$ cat src/logic/irq_prio_pkg.sv
// constants shared by the priority interrupt controller
package irq_prio_pkg;
    localparam int NUM_SRC = 8;
    localparam int SRC_W = 3;
    localparam int PRIO_W = 8;
    localparam int LVL_W = 3;
    localparam int LVL_HI = 7;
    localparam int LVL_LO = 5;
    localparam int ADDR_W = 8;
    localparam int DATA_W = 32;
    // register byte offsets
    localparam logic [7:0] OFS_ENABLE = 8'h00;
    localparam logic [7:0] OFS_PENDSET = 8'h04;
    localparam logic [7:0] OFS_PENDCLR = 8'h08;
    localparam logic [7:0] OFS_TRIGGER = 8'h0C;
    localparam logic [7:0] OFS_MASK = 8'h10;
    localparam logic [7:0] OFS_MASTER = 8'h14;
    localparam logic [7:0] OFS_STATUS = 8'h18;
    localparam logic [7:0] OFS_PRIO_BASE = 8'h20;
    localparam logic [7:0] OFS_PRIO_LAST = 8'h3C;
    // reset values and the mask-off code
    localparam logic [7:0] RST_ENABLE = 8'h00;
    localparam logic [7:0] RST_PRIO = 8'h00;
    localparam logic [7:0] RST_MASK = 8'h00;
    localparam logic RST_MASTER = 1'b0;
    localparam logic [7:0] MASK_OFF = 8'h00;
    localparam logic [2:0] LVL_NONE = 3'h7;
endpackage

$ cat src/logic/irq_prio_ctrl.sv
// priority arbitration and masking of a nested interrupt controller
// Operation
// - a source whose level is equal to or above the mask number is held back, and a mask of zero turns masking off.
// - with masking on, only a level numerically below the mask passes, and lower numbers are more urgent.
// - only the top three priority bits take part in level comparisons; the mask-off check compares all eight mask bits.
// - among requests present together the most urgent wins, level zero being the most urgent.
// - a software trigger pends the source just as its line would, still needing enable and priority.
// - only enabled sources are ever offered to the core.
// - the global disable gates only the request to the core and leaves the enables alone.
// - clearing pending drops any unserviced request of that source.
// - a set pending runs at the next chance priorities allow, after a more urgent running handler.
`timescale 1ns/1ps
`default_nettype none
module irq_prio_ctrl (
    // clock and reset
    input wire logic core_clk,
    input wire logic nrst,
    input wire logic ce,
    // register port
    input wire logic [irq_prio_pkg::ADDR_W-1:0] regAddr,
    input wire logic [irq_prio_pkg::DATA_W-1:0] regWdata,
    input wire logic regWr,
    input wire logic regRd,
    output logic [irq_prio_pkg::DATA_W-1:0] regRdata,
    // peripheral lines
    input wire logic [irq_prio_pkg::NUM_SRC-1:0] irqLine,
    // core side
    output logic irqReq,
    output logic [irq_prio_pkg::SRC_W-1:0] irqVector,
    input wire logic irqAck,
    input wire logic irqDone,
    input wire logic [irq_prio_pkg::SRC_W-1:0] irqDoneSrc
);
    localparam int N = irq_prio_pkg::NUM_SRC;
    localparam int LW = irq_prio_pkg::LVL_W;

    function automatic logic [LW-1:0] lvlOf(input logic [7:0] p);
        lvlOf = p[irq_prio_pkg::LVL_HI:irq_prio_pkg::LVL_LO];
    endfunction

    function automatic logic isPrioAddr(input logic [7:0] a);
        isPrioAddr = a >= irq_prio_pkg::OFS_PRIO_BASE &&
            a <= irq_prio_pkg::OFS_PRIO_LAST && a[1:0] == 2'h0;
    endfunction

    logic [N-1:0] enQ;
    logic [N-1:0] pendQ;
    logic [N-1:0] activeQ;
    logic [7:0] prioQ [N];
    logic [7:0] maskQ;
    logic masterEnQ;
    logic reqQ;
    logic [irq_prio_pkg::SRC_W-1:0] vecQ;
    logic [LW-1:0] reqLvlQ;
    logic [irq_prio_pkg::DATA_W-1:0] rdataQ;
    logic [N-1:0] eligible;
    logic [N*LW-1:0] lvls;
    logic [N-1:0] setVec;
    logic [N-1:0] clrVec;
    logic [N-1:0] trigVec;
    logic [N-1:0] takeVec;
    logic ackTake;
    logic pickFound;
    logic [irq_prio_pkg::SRC_W-1:0] pickIdx;
    logic [LW-1:0] pickLvl;
    logic runFound;
    logic [LW-1:0] runLvl;
    logic [irq_prio_pkg::SRC_W-1:0] prioIdx;
    logic wrEn;
    logic wrSet;
    logic wrClr;
    logic wrTrig;

    assign wrEn = regWr && regAddr == irq_prio_pkg::OFS_ENABLE;
    assign wrSet = regWr && regAddr == irq_prio_pkg::OFS_PENDSET;
    assign wrClr = regWr && regAddr == irq_prio_pkg::OFS_PENDCLR;
    assign wrTrig = regWr && regAddr == irq_prio_pkg::OFS_TRIGGER;
    assign prioIdx = regAddr[4:2];
    assign ackTake = irqAck && reqQ;
    assign trigVec = wrTrig ? N'(1) << regWdata[irq_prio_pkg::SRC_W-1:0]
                            : '0;
    assign takeVec = ackTake ? N'(1) << vecQ : '0;
    // hardware and software sets win over a clear in the same cycle
    assign setVec = irqLine | trigVec |
        (wrSet ? regWdata[N-1:0] : '0);
    assign clrVec = (wrClr ? regWdata[N-1:0] : '0) | takeVec;

    for (genvar g = 0; g < N; g++) begin : gSrc
        assign lvls[g*LW +: LW] = lvlOf(prioQ[g]);
        // masking, enable and preemption threshold per source
        assign eligible[g] = pendQ[g] && enQ[g] && !activeQ[g] &&
            (maskQ == irq_prio_pkg::MASK_OFF ||
             lvlOf(prioQ[g]) < lvlOf(maskQ)) &&
            (!runFound || lvlOf(prioQ[g]) < runLvl);

        always_ff @(posedge core_clk or negedge nrst) begin
            if (!nrst) begin
                prioQ[g] <= irq_prio_pkg::RST_PRIO;
            end else if (ce && regWr && isPrioAddr(regAddr) &&
                         prioIdx == irq_prio_pkg::SRC_W'(g)) begin
                prioQ[g] <= regWdata[7:0];
            end
        end
    end

    prio_arbiter uPick (
        .core_clk(core_clk),
        .nrst(nrst),
        .cand(eligible),
        .lvls(lvls),
        .found(pickFound),
        .idx(pickIdx),
        .level(pickLvl)
    );

    // the most urgent running handler sets the preemption bar
    prio_arbiter uRun (
        .core_clk(core_clk),
        .nrst(nrst),
        .cand(activeQ),
        .lvls(lvls),
        .found(runFound),
        .idx(),
        .level(runLvl)
    );

    always_ff @(posedge core_clk or negedge nrst) begin
        if (!nrst) begin
            enQ <= irq_prio_pkg::RST_ENABLE;
        end else if (ce && wrEn) begin
            enQ <= regWdata[N-1:0];
        end
    end

    always_ff @(posedge core_clk or negedge nrst) begin
        if (!nrst) begin
            pendQ <= '0;
        end else if (ce) begin
            pendQ <= (pendQ & ~clrVec) | setVec;
        end
    end

    always_ff @(posedge core_clk or negedge nrst) begin
        if (!nrst) begin
            activeQ <= '0;
        end else if (ce) begin
            activeQ <= (activeQ & ~(irqDone ? N'(1) << irqDoneSrc : '0))
                | takeVec;
        end
    end

    always_ff @(posedge core_clk or negedge nrst) begin
        if (!nrst) begin
            maskQ <= irq_prio_pkg::RST_MASK;
            masterEnQ <= irq_prio_pkg::RST_MASTER;
        end else if (ce && regWr) begin
            if (regAddr == irq_prio_pkg::OFS_MASK) begin
                maskQ <= regWdata[7:0];
            end
            if (regAddr == irq_prio_pkg::OFS_MASTER) begin
                masterEnQ <= regWdata[0];
            end
        end
    end

    // request drops for one cycle after a take so the same pick is not
    // offered twice before pending and active settle
    always_ff @(posedge core_clk or negedge nrst) begin
        if (!nrst) begin
            reqQ <= 1'b0;
            vecQ <= '0;
            reqLvlQ <= irq_prio_pkg::LVL_NONE;
        end else if (ce) begin
            reqQ <= pickFound && masterEnQ && !ackTake;
            vecQ <= pickIdx;
            reqLvlQ <= pickLvl;
        end
    end

    assign irqReq = reqQ;
    assign irqVector = vecQ;

    always_ff @(posedge core_clk or negedge nrst) begin
        if (!nrst) begin
            rdataQ <= '0;
        end else if (ce && regRd) begin
            rdataQ <= '0;
            unique case (regAddr)
                irq_prio_pkg::OFS_ENABLE: rdataQ[N-1:0] <= enQ;
                irq_prio_pkg::OFS_PENDSET: rdataQ[N-1:0] <= pendQ;
                irq_prio_pkg::OFS_PENDCLR: rdataQ[N-1:0] <= pendQ;
                irq_prio_pkg::OFS_MASK: rdataQ[7:0] <= maskQ;
                irq_prio_pkg::OFS_MASTER: rdataQ[0] <= masterEnQ;
                irq_prio_pkg::OFS_STATUS: rdataQ <= {8'h00, activeQ,
                    4'h0, reqQ, vecQ, 5'h00, reqLvlQ};
                default: begin
                    if (isPrioAddr(regAddr)) begin
                        rdataQ[7:0] <= prioQ[prioIdx];
                    end
                end
            endcase
        end
    end
    assign regRdata = rdataQ;

    // checker helpers
    logic [N-1:0] eligPastQ;
    logic [LW-1:0] runPastQ;
    logic runPastFoundQ;
    always_ff @(posedge core_clk or negedge nrst) begin
        if (!nrst) begin
            eligPastQ <= '0;
            runPastQ <= irq_prio_pkg::LVL_NONE;
            runPastFoundQ <= 1'b0;
        end else if (ce) begin
            eligPastQ <= eligible;
            runPastQ <= runLvl;
            runPastFoundQ <= runFound;
        end
    end
endmodule
`default_nettype wire

$ cat src/logic/prio_arbiter.sv
// picks the most urgent flagged source by 3-bit level
`timescale 1ns/1ps
`default_nettype none
module prio_arbiter (
    // clock for checks only
    input wire logic core_clk,
    input wire logic nrst,
    // candidates
    input wire logic [irq_prio_pkg::NUM_SRC-1:0] cand,
    input wire logic [irq_prio_pkg::NUM_SRC*irq_prio_pkg::LVL_W-1:0] lvls,
    // winner
    output logic found,
    output logic [irq_prio_pkg::SRC_W-1:0] idx,
    output logic [irq_prio_pkg::LVL_W-1:0] level
);
    // strict compare keeps the lowest index on a tie
    always_comb begin
        found = 1'b0;
        idx = '0;
        level = irq_prio_pkg::LVL_NONE;
        for (int i = 0; i < irq_prio_pkg::NUM_SRC; i++) begin
            if (cand[i] && (!found ||
                lvls[i*irq_prio_pkg::LVL_W +: irq_prio_pkg::LVL_W] < level))
            begin
                found = 1'b1;
                idx = irq_prio_pkg::SRC_W'(i);
                level = lvls[i*irq_prio_pkg::LVL_W +: irq_prio_pkg::LVL_W];
            end
        end
    end

    for (genvar g = 0; g < irq_prio_pkg::NUM_SRC; g++) begin : gChk

    end
endmodule
`default_nettype wire

$ cat config.mk
export PLATFORM = sky130hd
export DESIGN_NAME = irq_prio_ctrl
export DESIGN_NICKNAME = d
export VERILOG_FILES = /design/src/logic/irq_prio_pkg.sv /design/src/logic/irq_prio_ctrl.sv /design/src/logic/prio_arbiter.sv
export SDC_FILE = /design/constraint.sdc
export NUM_CORES = 1
export LEC_CHECK = 0
export BUFFER_PORTS_ARGS = -buffer_cell sky130_fd_sc_hd__buf_2
export CAP_MARGIN = 20
export CELL_PAD_IN_SITES_DETAIL_PLACEMENT = 0
export CELL_PAD_IN_SITES_GLOBAL_PLACEMENT = 1
export CORE_MARGIN = 2
export CORE_UTILIZATION = 29
export CTS_CLUSTER_SIZE = 16
export DETAILED_ROUTE_END_ITERATION = 7
export GPL_TIMING_DRIVEN = 0
export PLACE_DENSITY = 0.6
export SYNTH_ARGS = -nofsm -noshare
export SYNTH_HDL_FRONTEND = slang
export SYNTH_SLANG_ARGS = --single-unit
$ cat constraint.sdc
create_clock -name core_clk -period 26.4 [get_ports core_clk]
set_input_delay 5.28 -clock core_clk [delete_from_list [all_inputs] [get_ports core_clk]]
set_output_delay 5.28 -clock core_clk [all_outputs]
set_load 0.005 [all_outputs]
==> impl_metrics.ini <==
[timing]
slew_headroom = 0.338
finalHoldViolCount = 0
period_share = 0.783
fin_crit_ns = 20.68
maxSlewViolCount = 0
finClkSkew_ns = 0.0178
worst_pin_slew_ns = 0.985
rsz0062_at_grt = false
max_freq_mhz = 48.4
final-setup-viol-count = 0
setup_tns_ns = 0

[global_routing]
grt_pass1_wl_um = 46800
grt_max_degree = 95
antenna_found_initial = 0
grtUsageTotal = 0.186
grt_pass1_vias = 7642
overflow = 0

[drt]
via_count = 7745
wl_um = 30000
postRouteAntennaNets = 0
drc = 0
dr_wl_met2_um = 13900
vias_per_cell = 5.44
wl_met3_um = 1130
wl_met1_um = 14400
drtIter0Drc = 571
post_drt_wl_per_cell_um = 21.1
highest_layer = met4
dr.pass1.iters = 6

[cts]
numClockSinks = 124
cts_root_buffer = clkbuf_16
post_cts.repair.setup_buffers = 0
numCtsBuffers = 17
htreeDepth = 4
cts_tree = done
path_clk_slew_ns = 0.06
hold_buffers = 0
clockBufferDepth = 2
cts_resized = 0
clock_latency_ns = 0.43

[power]
leakagePower_uw = 0.00477
ir_drop_uv = 32.9
powerDensity_mw_per_mm2 = 52.0
power_uw = 543

[yosys]
synth_xor_area_frac = 0
yosys.area.top_type_share = 0.336
synth_cell_type_count = 96
synth_most_common_cell = dfrtp_1
synth-simple-area-share = 0.154
syn-cell-area_sq_mm = 0.00900
ys.flop_type = dfrtp_1
synth_seq_cells = 124
netlist_top_cells_count = 121 x dfrtp_1, 109 x nand2_1, 99 x mux2_2
synth_top_cell_by_area = dfrtp_1
synth_fa_ha_area_frac = 0.0650
syn_inst = 929
synth_edf_count = 0
seq_area_frac_synth = 0.345
muxShareOfSynthArea = 0.178
synth_compound_area_frac = 0.213
synth_top_family_by_area = compound AO/OA/AOI/OAI gates
synthArstFlopShare = 1.00
synth_area_leaders = dfrtp_1 34%, mux2_2 12%, ha_1 5.7%
syn_area_per_cell_sq_um = 9.69
ys_warn_count = 0

[setup_path]
r2r_end = reqLvlQ[1]$_DFFE_PN1P_
worstSetupPathType = flop to flop
worstSetupEndpointType = flop
worstPathArrival_ns = 21.01
cp_slowest_cell = o21ai_0
path_depth = 100
crit_fanout = 10
setup.worst_path.start_class = flop
max_stage_delay_ns = 0.47
r2r_slack_ns = 5.72
r2r_cells = 100
critPathBufInv = 12
critPathTopFamily = compound AO/OA/AOI/OAI gates
required_ns = 26.73
r2r-start = activeQ[0]$_DFFE_PN0P_
crit_path_frequent_cell = ha_1

[layout]
drive_gt1_frac = 0.254
nets = 1114
multiInputGateArea_sq_mm = 0.00555
areaGrowthSynthToFinish_pct = 16.0
fill_cells = 3166
n_antenna_cell = 0
register_area_sq_mm = 0.00311

[worst_hold_path]
hold_path_class = flop to flop
holdPathStages = 2
holdPathEnd = regRdata[7]$_DFFE_PN0P_
hold_start = regRdata[7]$_DFFE_PN0P_

[placed_design]
port_buffers = 54
place.gp.congestion = 0.866
dp_hpwl_um = 22700

[floorplanning]
die_area_sq_mm = 0.0325
coreArea_sq_mm = 0.0306
num_rows = 64
start_util = 0.294
pin_count = 94
fp.dieH_um = 180
die_x_um = 180

[status]
status = completed

[run]
cap_violations = 0
==> cells by family after synthesis <==
logic type,count (synthesis)
fa+ha+maj,48
other cells,1
mux,126
flops,124
simple gates,285
compound gates,256
buf+inv,89
==> final cells by class <==
class,count,area share
clock buffers,18,0.0421
well taps,396,0.0475
flip-flops and latches,124,0.298
plain buffers,59,0.0267
inverters,30,0.0108
clock inverters,14,0.0143
multi-input cells,727,0.531
repair buffers,56,0.0298
==> flip-flops by register name, summed over array words and instances, names as in the netlist <==
name       count
lvls          24
irqReq         1
pendQ          8
regRdata      20
masterEnQ      1
irqVector      3
reqLvlQ        3
maskQ          8
enQ            8
prioQ         40
activeQ        8
==> metal layers <==
metal,GRT usage,vias to the layer above
li1,-,3650
met1,0.266,3890
met2,0.296,169
met3,0.0249,36
met4,0.0461,0
met5,0,-
==> worst max-delay path by stage <==
| stage | start | end | slack, ns |
|---|---|---|---|
| 3_3_place_gp | activeQ[0]$_DFFE_PN0P_ | reqLvlQ[1]$_DFFE_PN1P_ | 5.35 |
| 6_report | activeQ[0]$_DFFE_PN0P_ | reqLvlQ[1]$_DFFE_PN1P_ | 5.72 |
| 3_5_place_dp | activeQ[0]$_DFFE_PN0P_ | reqLvlQ[1]$_DFFE_PN1P_ | 5.52 |
| 5_1_grt | activeQ[0]$_DFFE_PN0P_ | reqLvlQ[1]$_DFFE_PN1P_ | 4.26 |
| 2_1_floorplan | activeQ[0]$_DFFE_PN0P_ | reqLvlQ[1]$_DFFE_PN1P_ | 8.95 |
| 4_1_cts | activeQ[0]$_DFFE_PN0P_ | reqLvlQ[1]$_DFFE_PN1P_ | 5.43 |
==> per-stage QoR <==
stage	instances	cell area (sq um)	worst slack (ns)	utilization	hold slack (ns)
floorplan	940	9040	8.95	-	0.473
global placement	1390	9810	5.35	0.321	0.461
detailed placement	1391	9840	5.52	0.322	0.469
CTS	1423	10400	5.43	0.341	0.483
global route	1424	10400	4.26	0.341	0.516
finish	1424	10400	5.72	0.341	0.478
==> placed cells by master, fill, tap and decap left out, types with 5 or more instances in the layout <==
cell type and count:
a21boi_0 9, a21boi_1 5, a21o_1 9, a21oi_1 37, a222oi_1 8, a31oi_1 11, a32o_1 9, and2_1 11
and3_1 6, buf_1 5, buf_2 57, buf_4 12, clkbuf_1 37, clkbuf_16 17, conb_1 12, dfrtp_1 121
ha_1 41, inv_1 30, inv_6 5, maj3_1 5, mux2_2 99, mux2i_1 8, mux4_2 16, nand2_1 109
nand2b_1 20, nand3_1 17, nand4_1 6, nor2_1 58, nor2b_1 14, o2111ai_1 6, o21a_1 17, o21ai_0 59
o31ai_1 10, or2_2 6, or3_1 11
==> tightest hold or removal path: stages, from the launching register on <==
cell and delay, ns:
dfrtp_1 0.34, nand2_1 0.05, o21ai_0 0.06
==> report_power, final <==
part / internal, uW / switching, uW
logic: 38.0 / 60.1
registers: 197 / 8.58
clock network: 136 / 102
(Power assumes the default switching activity.)
